### config.mk
export PLATFORM = sky130hd
export DESIGN_NAME = reset_cause_status
export DESIGN_NICKNAME = d
export VERILOG_FILES = /design/src/common/rcs_pkg.sv /design/src/logic/reset_cause_status.sv /design/src/logic/pin_event_sync.sv
export SDC_FILE = /design/constraint.sdc
export NUM_CORES = 1
export LEC_CHECK = 0
export ABC_AREA = 1
export BUFFER_PORTS_ARGS = -buffer_cell sky130_fd_sc_hd__buf_2
export CORE_MARGIN = 4
export CORE_UTILIZATION = 52
export DETAILED_ROUTE_END_ITERATION = 12
export PLACE_DENSITY = 0.86
export SETUP_SLACK_MARGIN = 0.4
export SLEW_MARGIN = 10
export SYNTH_ARGS = -nofsm -noshare
export SYNTH_HDL_FRONTEND = slang
export SYNTH_SLANG_ARGS = --single-unit
### constraint.sdc
create_clock -name clk_sys -period 1.7 [get_ports clk_sys]
set_input_delay 0.255 -clock clk_sys [delete_from_list [all_inputs] [get_ports clk_sys]]
set_output_delay 0.255 -clock clk_sys [all_outputs]
set_load 0.02 [all_outputs]
### src/common/rcs_pkg.sv
`default_nettype none
package rcs_pkg;

	// ------------------------------------------------------------
	// register port geometry
	// ------------------------------------------------------------
	localparam int ADDR_W = 4;
	localparam int DATA_W = 32;

	// ------------------------------------------------------------
	// register offsets (byte addresses)
	// ------------------------------------------------------------
	localparam logic [ADDR_W-1:0] OFS_CAUSE = 4'h0;
	localparam logic [ADDR_W-1:0] OFS_EVT_MASK = 4'h4;
	localparam logic [ADDR_W-1:0] OFS_EVT_STATUS = 4'h8;

	// ------------------------------------------------------------
	// bit positions of reset_cause_status
	// ------------------------------------------------------------
	localparam int BIT_CFG_MISMATCH = 9;
	localparam int BIT_REGS = 8;
	localparam int BIT_EXT_PIN = 7;
	localparam int BIT_SW_RESET = 6;
	localparam int BIT_WDOG = 4;
	localparam int BIT_SLEEP = 3;
	localparam int BIT_IDLE = 2;
	localparam int BIT_BROWNOUT = 1;
	localparam int BIT_POR = 0;

	// ------------------------------------------------------------
	// masks and reset values
	// ------------------------------------------------------------
	// implemented bits: 9..6 and 4..0
	localparam logic [DATA_W-1:0] IMPL_MASK = 32'h000003df;
	// bits that hardware can set (all implemented but bit 8)
	localparam logic [DATA_W-1:0] FLAG_MASK = 32'h000002df;
	// power-on leaves the brown-out and power-on flags set
	localparam logic [DATA_W-1:0] CAUSE_RESET = 32'h00000003;
	localparam logic [DATA_W-1:0] EVT_MASK_RESET = 32'h00000000;
	localparam logic [DATA_W-1:0] EVT_STATUS_RESET = 32'h00000000;

	// address match, shared by write and read decode
	function automatic logic hit(input logic [ADDR_W-1:0] a,
		input logic [ADDR_W-1:0] ofs);
		return a == ofs;
	endfunction : hit

endpackage : rcs_pkg
`default_nettype wire

### src/logic/reset_cause_status.sv
// Function
// set config-mismatch flag, bit 9, on a configuration mismatch reset.
// bit 8 is software read-write regulator standby control.
// set bit 7 when the external master-clear pin causes a reset.
// set bit 6 whenever a software reset is executed.
// set bit 4 when the watchdog timer expires.
// set bit 3 when waking from sleep mode.
// set bit 2 when waking from idle mode.
// set bit 1 on a brown-out reset.
// set bit 0 on a power-on reset.
// bits 31..10 and bit 5 read zero; writes ignored.
// brown-out and power-on flags stay set until software writes zero.
// a source sets only its own flag; others keep their values.
`timescale 1ns/1ps
`default_nettype none
module reset_cause_status (
	// clock and power-on reset
	input wire logic clk_sys,
	input wire logic nrst,
	// register port
	input wire logic [rcs_pkg::ADDR_W-1:0] addr,
	input wire logic [rcs_pkg::DATA_W-1:0] wdata,
	input wire logic wr,
	input wire logic rd,
	output logic [rcs_pkg::DATA_W-1:0] rdata,
	// reset and wake sources, one-cycle pulses on clk_sys
	input wire logic config_mismatch_evt,
	input wire logic software_reset_evt,
	input wire logic watchdog_expiry_evt,
	input wire logic brownout_evt,
	input wire logic wake_from_sleep_evt,
	input wire logic wake_from_idle_evt,
	// master_clear_pin, active low, asynchronous
	input wire logic master_clear_pin_n,
	// regulator and interrupt
	output logic regulator_keep_on,
	output logic irq
);
	import rcs_pkg::*;

	// ------------------------------------------------------------
	// state
	// ------------------------------------------------------------
	typedef struct packed {
		logic [DATA_W-1:0] cause;
		logic [DATA_W-1:0] mask;
		logic [DATA_W-1:0] evt;
		logic [DATA_W-1:0] rdata;
	} regs_t;

	regs_t q;
	regs_t next_q;
	logic [DATA_W-1:0] hw_set;
	logic ext_pulse;
	logic wr_cause;
	logic wr_mask;
	logic wr_evt;

	// ------------------------------------------------------------
	// pin synchroniser
	// ------------------------------------------------------------
	// the pin is asynchronous, so it is synchronised before use
	pin_event_sync u_pin_sync (
		.clk_sys(clk_sys),
		.nrst(nrst),
		.pin_n(master_clear_pin_n),
		.pin_level_n(),
		.assert_pulse(ext_pulse)
	);

	// ------------------------------------------------------------
	// hardware set vector
	// ------------------------------------------------------------
	// each source drives only its own bit position
	always_comb begin
		hw_set = '0;
		hw_set[BIT_CFG_MISMATCH] = config_mismatch_evt;
		hw_set[BIT_EXT_PIN] = ext_pulse;
		hw_set[BIT_SW_RESET] = software_reset_evt;
		hw_set[BIT_WDOG] = watchdog_expiry_evt;
		hw_set[BIT_SLEEP] = wake_from_sleep_evt;
		hw_set[BIT_IDLE] = wake_from_idle_evt;
		hw_set[BIT_BROWNOUT] = brownout_evt;
	end

	// write decode
	assign wr_cause = wr & hit(addr, OFS_CAUSE);
	assign wr_mask = wr & hit(addr, OFS_EVT_MASK);
	assign wr_evt = wr & hit(addr, OFS_EVT_STATUS);

	// ------------------------------------------------------------
	// next state
	// ------------------------------------------------------------
	// set wins over a clear in the same cycle, so no event is lost
	always_comb begin
		next_q = q;
		// software writes store any value in the implemented bits, flags cleared by zero
		if (wr_cause) begin
			next_q.cause = wdata & IMPL_MASK;
		end
		// only the firing source's bit changes; the rest hold
		next_q.cause = next_q.cause | (hw_set & FLAG_MASK);
		// interrupt mask uses the same layout as the flags
		if (wr_mask) begin
			next_q.mask = wdata & FLAG_MASK;
		end
		// interrupt status clears by writing one
		if (wr_evt) begin
			next_q.evt = q.evt & ~(wdata & FLAG_MASK);
		end
		next_q.evt = next_q.evt | (hw_set & FLAG_MASK);
		// read data stand for exactly one cycle after the strobe
		next_q.rdata = '0;
		if (rd) begin
			if (hit(addr, OFS_CAUSE)) begin
				next_q.rdata = q.cause & IMPL_MASK;
			end else if (hit(addr, OFS_EVT_MASK)) begin
				next_q.rdata = q.mask;
			end else if (hit(addr, OFS_EVT_STATUS)) begin
				next_q.rdata = q.evt;
			end else begin
				next_q.rdata = '0;
			end
		end
	end

	// ------------------------------------------------------------
	// registers
	// ------------------------------------------------------------
	// nrst is the power-on reset: it leaves the power-on flag set
	always_ff @(posedge clk_sys or negedge nrst) begin
		if (!nrst) begin
			q.cause <= CAUSE_RESET;
			q.mask <= EVT_MASK_RESET;
			q.evt <= EVT_STATUS_RESET;
			q.rdata <= '0;
		end else begin
			q <= next_q;
		end
	end

	// ------------------------------------------------------------
	// outputs
	// ------------------------------------------------------------
	assign rdata = q.rdata;
	// high keeps the regulator on during sleep, low is tracking
	assign regulator_keep_on = q.cause[BIT_REGS];
	// level interrupt while any unmasked event flag stands
	assign irq = |(q.evt & q.mask);

	// ------------------------------------------------------------
	// checks
	// ------------------------------------------------------------
	a_cfg_flag_set: assert property (
		@(posedge clk_sys) disable iff (!nrst)
		config_mismatch_evt
			|=> q.cause[BIT_CFG_MISMATCH] && q.evt[BIT_CFG_MISMATCH])
		else $error("config mismatch flag not set");

	a_regulator_write: assert property (
		@(posedge clk_sys) disable iff (!nrst)
		wr_cause |=> regulator_keep_on == $past(wdata[BIT_REGS]))
		else $error("regulator control did not follow write");

	a_ext_pin_flag: assert property (
		@(posedge clk_sys) disable iff (!nrst)
		$fell(u_pin_sync.q.s2) |=> q.cause[BIT_EXT_PIN]
			##1 (q.cause[BIT_EXT_PIN] || $past(wr_cause)))
		else $error("external pin flag not set");

	a_sw_flag_set: assert property (
		@(posedge clk_sys) disable iff (!nrst)
		software_reset_evt && wr_cause && !wdata[BIT_SW_RESET]
			|=> q.cause[BIT_SW_RESET])
		else $error("software reset flag lost to a clear");

	a_wdog_flag_set: assert property (
		@(posedge clk_sys) disable iff (!nrst)
		watchdog_expiry_evt |=> q.cause[BIT_WDOG] && q.evt[BIT_WDOG])
		else $error("watchdog flag not set");

	a_sleep_idle_flags: assert property (
		@(posedge clk_sys) disable iff (!nrst)
		wake_from_sleep_evt && !wake_from_idle_evt && !wr_cause
			|=> q.cause[BIT_SLEEP]
			&& q.cause[BIT_IDLE] == $past(q.cause[BIT_IDLE]))
		else $error("sleep wake flag wrong");

	a_idle_flag_set: assert property (
		@(posedge clk_sys) disable iff (!nrst)
		wake_from_idle_evt |=> q.cause[BIT_IDLE])
		else $error("idle wake flag not set");

	a_brownout_flag_set: assert property (
		@(posedge clk_sys) disable iff (!nrst)
		brownout_evt |=> q.cause[BIT_BROWNOUT])
		else $error("brown-out flag not set");

	a_por_flag_held: assert property (
		@(posedge clk_sys) disable iff (!nrst)
		q.cause[BIT_POR] && !(wr_cause && !wdata[BIT_POR])
			|=> q.cause[BIT_POR])
		else $error("power-on flag dropped without a write");

	a_unimpl_read_zero: assert property (
		@(posedge clk_sys) disable iff (!nrst)
		rd && hit(addr, OFS_CAUSE)
			|=> (rdata & ~IMPL_MASK) == '0
			&& rdata == $past(q.cause))
		else $error("cause read wrong or unimplemented bit set");

	a_flag_clear_zero: assert property (
		@(posedge clk_sys) disable iff (!nrst)
		wr_cause && !wdata[BIT_BROWNOUT] && !brownout_evt
			|=> !q.cause[BIT_BROWNOUT])
		else $error("brown-out flag not cleared by zero write");

	a_other_flags_hold: assert property (
		@(posedge clk_sys) disable iff (!nrst)
		!wr_cause && hw_set == '0 |=> $stable(q.cause))
		else $error("cause register changed with no source");

	a_read_one_cycle: assert property (
		@(posedge clk_sys) disable iff (!nrst)
		!rd |=> rdata == '0)
		else $error("read data stood outside its cycle");

	// ------------------------------------------------------------
	// checks: flag lifetime and gaps
	// ------------------------------------------------------------
	// gap bits are masked on every path into the register
	a_gap_bits_zero: assert property (
		@(posedge clk_sys) disable iff (!nrst)
		(q.cause & ~IMPL_MASK) == '0)
		else $error("unimplemented cause bit holds a one");

	// no source drives bit 8, so only software moves the regulator
	a_regulator_hold: assert property (
		@(posedge clk_sys) disable iff (!nrst)
		!wr_cause |=> $stable(regulator_keep_on))
		else $error("regulator control moved without a write");

	// without a write no flag may fall
	a_flags_never_drop: assert property (
		@(posedge clk_sys) disable iff (!nrst)
		!wr_cause |=> (q.cause & $past(q.cause)) == $past(q.cause))
		else $error("cause flag dropped without a write");

	// without a write, only flags of firing sources may rise
	a_only_own_flag: assert property (
		@(posedge clk_sys) disable iff (!nrst)
		!wr_cause |=> (q.cause & ~$past(q.cause))
			== ($past(hw_set) & ~$past(q.cause)))
		else $error("cause flag rose with no matching source");

	a_brownout_flag_held: assert property (
		@(posedge clk_sys) disable iff (!nrst)
		q.cause[BIT_BROWNOUT]
			&& !(wr_cause && !wdata[BIT_BROWNOUT])
			|=> q.cause[BIT_BROWNOUT])
		else $error("brown-out flag dropped without a write");

	// only nrst or a software write of one sets the power-on flag again
	a_por_flag_clear: assert property (
		@(posedge clk_sys) disable iff (!nrst)
		wr_cause && !wdata[BIT_POR] |=> !q.cause[BIT_POR])
		else $error("power-on flag not cleared by zero write");

	a_cfg_flag_clear: assert property (
		@(posedge clk_sys) disable iff (!nrst)
		wr_cause && !wdata[BIT_CFG_MISMATCH] && !config_mismatch_evt
			|=> !q.cause[BIT_CFG_MISMATCH])
		else $error("config mismatch flag not cleared");

	a_wdog_flag_clear: assert property (
		@(posedge clk_sys) disable iff (!nrst)
		wr_cause && !wdata[BIT_WDOG] && !watchdog_expiry_evt
			|=> !q.cause[BIT_WDOG])
		else $error("watchdog flag not cleared");

	// a long pin assertion still counts as one event
	a_ext_pin_pulse: assert property (
		@(posedge clk_sys) disable iff (!nrst)
		ext_pulse |=> !ext_pulse)
		else $error("pin event pulse longer than one cycle");

	a_ext_flag_hold: assert property (
		@(posedge clk_sys) disable iff (!nrst)
		!ext_pulse && !wr_cause
			|=> q.cause[BIT_EXT_PIN] == $past(q.cause[BIT_EXT_PIN]))
		else $error("pin flag moved with no pin event");

	// ------------------------------------------------------------
	// checks: event status, interrupt and register port
	// ------------------------------------------------------------
	// a one clears a status bit unless its event fires again
	a_evt_clear_one: assert property (
		@(posedge clk_sys) disable iff (!nrst)
		wr_evt && wdata[BIT_WDOG] && !watchdog_expiry_evt
			|=> !q.evt[BIT_WDOG])
		else $error("status bit not cleared by a one");

	a_evt_set_wins: assert property (
		@(posedge clk_sys) disable iff (!nrst)
		software_reset_evt |=> q.evt[BIT_SW_RESET])
		else $error("status bit not set by its event");

	// power-on never raises status, so it can never interrupt
	a_evt_gap_zero: assert property (
		@(posedge clk_sys) disable iff (!nrst)
		(q.evt & ~FLAG_MASK) == '0 && (q.mask & ~FLAG_MASK) == '0
			&& !q.evt[BIT_POR])
		else $error("status or mask holds a bit outside its layout");

	a_mask_write: assert property (
		@(posedge clk_sys) disable iff (!nrst)
		wr_mask |=> q.mask == ($past(wdata) & FLAG_MASK))
		else $error("mask did not take the written value");

	a_irq_on_event: assert property (
		@(posedge clk_sys) disable iff (!nrst)
		watchdog_expiry_evt && q.mask[BIT_WDOG] && !wr_mask
			|=> irq)
		else $error("unmasked event raised no interrupt");

	a_irq_needs_mask: assert property (
		@(posedge clk_sys) disable iff (!nrst)
		q.mask == '0 |-> !irq)
		else $error("interrupt with every source masked");

	// status only rises on an event, so irq cannot rise unprompted
	a_irq_no_rise: assert property (
		@(posedge clk_sys) disable iff (!nrst)
		!irq && hw_set == '0 && !wr_mask |=> !irq)
		else $error("interrupt rose with no event");

	a_read_mask: assert property (
		@(posedge clk_sys) disable iff (!nrst)
		rd && hit(addr, OFS_EVT_MASK) |=> rdata == $past(q.mask))
		else $error("mask read wrong");

	a_read_status: assert property (
		@(posedge clk_sys) disable iff (!nrst)
		rd && hit(addr, OFS_EVT_STATUS) |=> rdata == $past(q.evt))
		else $error("status read wrong");

	a_read_unmapped: assert property (
		@(posedge clk_sys) disable iff (!nrst)
		rd && !hit(addr, OFS_CAUSE) && !hit(addr, OFS_EVT_MASK)
			&& !hit(addr, OFS_EVT_STATUS) |=> rdata == '0)
		else $error("unmapped read returned data");

	a_write_unmapped: assert property (
		@(posedge clk_sys) disable iff (!nrst)
		wr && !wr_cause && !wr_mask && !wr_evt && hw_set == '0
			|=> $stable(q.cause) && $stable(q.mask) && $stable(q.evt))
		else $error("unmapped write changed a register");

endmodule : reset_cause_status
`default_nettype wire

### src/logic/pin_event_sync.sv
`timescale 1ns/1ps
`default_nettype none
module pin_event_sync (
	// clock and reset
	input wire logic clk_sys,
	input wire logic nrst,
	// asynchronous active-low pin
	input wire logic pin_n,
	// synchronised results
	output logic pin_level_n,
	output logic assert_pulse
);

	// ------------------------------------------------------------
	// state
	// ------------------------------------------------------------
	typedef struct packed {
		logic s1;
		logic s2;
		logic s3;
	} sync_t;

	sync_t q;
	sync_t next_q;

	// s1 feeds s2 only; s3 keeps last s2 for edge detection
	always_comb begin
		next_q = q;
		next_q.s1 = pin_n;
		next_q.s2 = q.s1;
		next_q.s3 = q.s2;
	end

	// idle level of an active-low pin is high
	always_ff @(posedge clk_sys or negedge nrst) begin
		if (!nrst) begin
			q <= 3'b111;
		end else begin
			q <= next_q;
		end
	end

	// one pulse on the falling edge, i.e. on assertion
	assign pin_level_n = q.s2;
	assign assert_pulse = q.s3 & ~q.s2;

endmodule : pin_event_sync
`default_nettype wire

# After elaboration in Yosys (flattened, before gate mapping)
# Index checks and enable logic that the tools add are counted.
# word_totals
regBits,107
input_bits,47
out_inout_bits,34
elab_cells,27
# classes
n_eq_ne,2
n_mux,6
bitwise_logic,10
reduce_logical,2
# ops
operator,count
32-bit two-way mux,6
32-bit by 10-bit OR with 32-bit output,2
32-bit by 10-bit AND with 32-bit output,1
32-bit AND,1
10-bit NOT with 32-bit output,1
32-bit OR reduction,1
1-bit AND,4
"4-bit by 3-bit == test with 1-bit output, second input constant",1
"4-bit == test, second input constant",1
4-bit logical NOT,1
1-bit NOT,1

# Depth between registers and ports, before layout
# logic_depth
word_depth,5
ltp_mapped,6

# By module
# From an unflattened synthesis, not the netlist that was laid out.
# unflattened
hier_cells,260
hier_area_um2,2095.8
# modules_own_cells
module,n_inst,cells_each,area_each_um2,seq_area_each_um2
reset_cause_status,1,255,2006.9,853.3
pin_event_sync,1,5,88.8,78.8

# Worst setup path after synthesis
# OpenSTA, ideal clock, no wires.
# synth_path
path_kind,input-to-reg
start,input addr[2] (netlist name)
end,register q (netlist bit regulator_keep_on)
t_arrival_ns,0.923
required_time_ns,1.582
slack_ns,0.658
cell_stages,6
n_path_buf,2
path_cell_list,buf_6 nor2_4 nand3_1 buf_2 nand2_1 o21ai_2
# synth_via
elab_chain_cells,4
# synth_rtl
item,line,rtl
from (decl),reset_cause_status.sv:21,"input wire logic [rcs_pkg::ADDR_W-1:0] addr,"
4-bit logical NOT,rcs_pkg.sv:45,return a == ofs;
1-bit AND,reset_cause_status.sv:87,"assign wr_cause = wr & hit(addr, OFS_CAUSE);"
32-bit two-way mux,reset_cause_status.sv:98,if (wr_cause) begin
32-bit by 10-bit OR with 32-bit output,reset_cause_status.sv:102,next_q.cause = next_q.cause | (hw_set & FLAG_MASK);
to (signal assigned),reset_cause_status.sv:138,q <= next_q;
to (decl),reset_cause_status.sv:51,regs_t q;
# No other way between the ends.
# A chain may end at the register's enable or synchronous reset.

# Worst setup path in the final report
# layout_path
start,register q[71] (netlist name)
end,output irq
# layout_via
elab_chain_cells,2
# layout_rtl
item,line,rtl
32-bit by 10-bit AND with 32-bit output,reset_cause_status.sv:149,assign irq = |(q.evt & q.mask);
32-bit OR reduction,reset_cause_status.sv:149,
to (decl),reset_cause_status.sv:37,output logic irq
# No other way between the ends.

==> summary.md <==
| Metric | Value |
|---|---|
| Slew Limit Fails | 0 |
| Power share of the sequential group | 50.8% |
| CTS Sinks | 37 |
| Post-DP HPWL | 2.97 mm |
| Int Pwr | 0.00138 W |
| Bufs and invs on worst path | 1 |
| Crit path max-delay cell type | dfrtp_1 |
| # IOs | 81 |
| Die Y | 71.4 µm |
| Final setup skew | 0.00737 ns |
| CP Launch Point | q[71] |
| Cells along the critical path | nand2_1, nand3_1, a21oi_1, nand2_1, buf_6 |
| Total power | 0.00198 W |
| Synthesis-stage register bit count | 37 |
| Layout cells sized above 1 | 21.5% |
| CTS tree | done |
| Switching Fraction | 30.2% |
| Cell count after synthesis | 259 |
| Area Growth Syn to Fin | 8.56% |
| Biggest area consumer among synthesized cells | dfrtp_1 |
| Die area | 5100 µm² |
| # setup viols final | 0 |
| Initial antenna violation count | 0 |
| Vias in the first global route | 1470 |
| Die width | 71.4 µm |
| Synth Warn # | 0 |
| Setup crit end kind | output port |
| Placed cell count | 323 |
| Clock power share | 29.5% |
| GRT overflow | 0 |
| Worst-path clk slew | 0.07 ns |
| FF/Latch Area | 932 µm² |
| GP Congestion | 0.815 |
| Synth top area share | 38.3% |
| Max-capacitance violation count | 0 |
| Hold path start | master_clear_pin_n |
| Layout net count | 334 |
| Area of the multi-input gates | 796 µm² |
| H-tree depth | 2 |
| Worst-case clock buffer depth | 2 |
| Setup TNS | 0 ns |
| Wire per inst | 12.5 µm |
| Sw Pwr | 0.000598 W |
| Fin crit share | 86.4% |
| First-pass GRT wire length | 6.62 mm |
| First-pass detailed-route iteration total | 4 |
| Synth top area cells | dfrtp_1 (38%), nand2_1 (12%), buf_4 (12%), nand3_1 (8.1%), dfstp_2 (6.3%) |
| Cts bufs inserted | 5 |
| FMAX | 681 MHz |
| Reg2Reg Launch Point | q[70] |
| Netlist cell types | 23 |
| Number of port buffers | 34 |
| Reg2reg setup slack | 0.79 ns |
| Initial Util | 55.4% |
| Post-Route WL | 4.18 mm |
| FILL cells | 331 |
| Top FF cell, synth | dfrtp_1 |
| Via/cell ratio | 4.90 |
| Ys async rst share | 100% |
| Worst skew pair latency | 0.29 ns |
| Non-Filler Instances | 336 |
| Largest net degree at the start of global routing | 42 |
| LEAKAGE | 1.30 nW |
| Post-synthesis sequential area ratio | 44.6% |
| Syn Area/Cell | 8.07 µm² |
| Total GRT Usage | 16.7% |
| # DRC | 0 |
| Worst VDD drop | 0.591 mV |
| Post-synth EDFFs | 0 |
| Vias | 1648 |
| Root buffer cell | clkbuf_8 |
| Max FO, Critical Path | 3 |
| Critical Path AT | 1.21 ns |
| Status | finished clean |
| Unrepaired setup endpoints after global routing | yes |
| PD cells | 871 nW/µm² |
| Starting DRC count in detailed routing | 69 |
| Most used cell, CP | nand2_1 |
| Core Footprint | 3770 µm² |
| Antenna diode count | 0 |
| Synthesized cell area | 2090 µm² |
| ANT nets after route | 0 |
| Crit path largest cell delay | 0.41 ns |
| Cell Rows | 22 |
| Minimum clock period | 1.47 ns |
| Top delay family on crit path | flip-flops |
| Req. time, crit path | 1.44 ns |
| HP Class | input port to register |
| Worst setup path category | register to output port |
| CP startpoint kind | register |
| Final Hold Viols | 0 |
| Combinational Power Share | 19.6% |
power groups by stage:
stage	combinational [W]	sequential [W]	clock (W)
floorplan	0.000308	0.00101	0
global placement	0.000361	0.00101	0
detailed placement	0.000373	0.00102	0
CTS	0.000385	0.00100	0.000605
global route	0.000430	0.00101	0.000642
finish	0.000388	0.00100	0.000584
cell usage in the layout, fill, tap and decap left out:
cell and count:
a21oi_1 1, clkbuf_1 2, nor2_4 2, buf_12 2
clkinv_2 1, dlygate4sd3_1 1, nor2b_1 6, nor2_8 1
buf_2 33, nand3_1 34, o21ai_2 2, nand4_1 14
nand3b_4 1, clkbuf_8 5, o21ai_1 9, dfrtp_1 32
inv_1 33, conb_1 23, buf_6 1, nor2b_2 2
buf_4 6, dfstp_2 5, nor2_1 4, nand2_1 67
inv_2 1
worst paths after layout:
check	endpoint	cells after the start
setup / recovery	irq	5
hold / removal	u_pin_sync.next_q[1]	1
setup reg to reg	rdata[6]	5
hold reg to reg	u_pin_sync.pin_level_n	0
max in group asynchronous	q[96]	3
min in group asynchronous	q[39]	2
flip-flops by register name (all words and copies together), names as in the netlist:
signal,cells
u_pin_sync.next_q,1
u_pin_sync.q,1
rdata,9
regulator_keep_on,1
q,24
u_pin_sync.pin_level_n,1
cell families (layout without fill, tap and decap cells):
group	after synthesis	count (layout)	share of synthesized area [%]
AOI/OAI and AO/OA	12	12	3.23
buffers and inverters	78	85	21.3
DFF	37	37	44.6
other	1	23	0.179
and+or+nand+nor	131	131	30.7
area by class of cell:
class	instances	area share, %
Sequential cell	37	41.1
Multi-Input combinational cell	166	35.1
Timing Repair Buffer	43	12.0
Inverter	34	5.63
Clock buffer	7	3.36
Tap cell	48	2.65
Clock inverter	1	0.221
cell usage after synthesis, types with 2 or more instances:
cell	number
buf_1	2
buf_2	7
buf_4	33
dfrtp_1	32
dfstp_2	5
inv_1	33
nand2_1	67
nand3_1	34
nand4_1	14
nor2_1	4
nor2_4	2
nor2b_1	6
nor2b_2	2
o21ai_1	8
o21ai_2	2
metal layers:
layer	global-route usage, %	vias to the layer above	routed length (µm)
li1	-	811	-
met1	21.0	752	1700
met2	25.7	79	2040
met3	4.77	6	370
met4	9.39	0	75
met5	0	-	0
through the flow:
step	hold slack (ns)	util, %	setup WS, ns	instance area [µm²]
after floorplan	-0.0406	-	0.658	2170
after global routing	0.0453	60.2	0.151	2270
final	0.0565	60.2	0.231	2270
after detailed placement	0.217	56.8	0.270	2140
after CTS	0.0470	60.0	0.256	2260
after global placement	0.211	56.8	0.351	2140
timing repair:
item,CTS,global route
hold buffers,1,0
pin swaps,3,1
gates resized for setup,3,0
buffers inserted,3,1
endpoints found under the setup margin,1,1
endpoints found under the hold margin,14,0
Power figures use the tool's default switching activity.
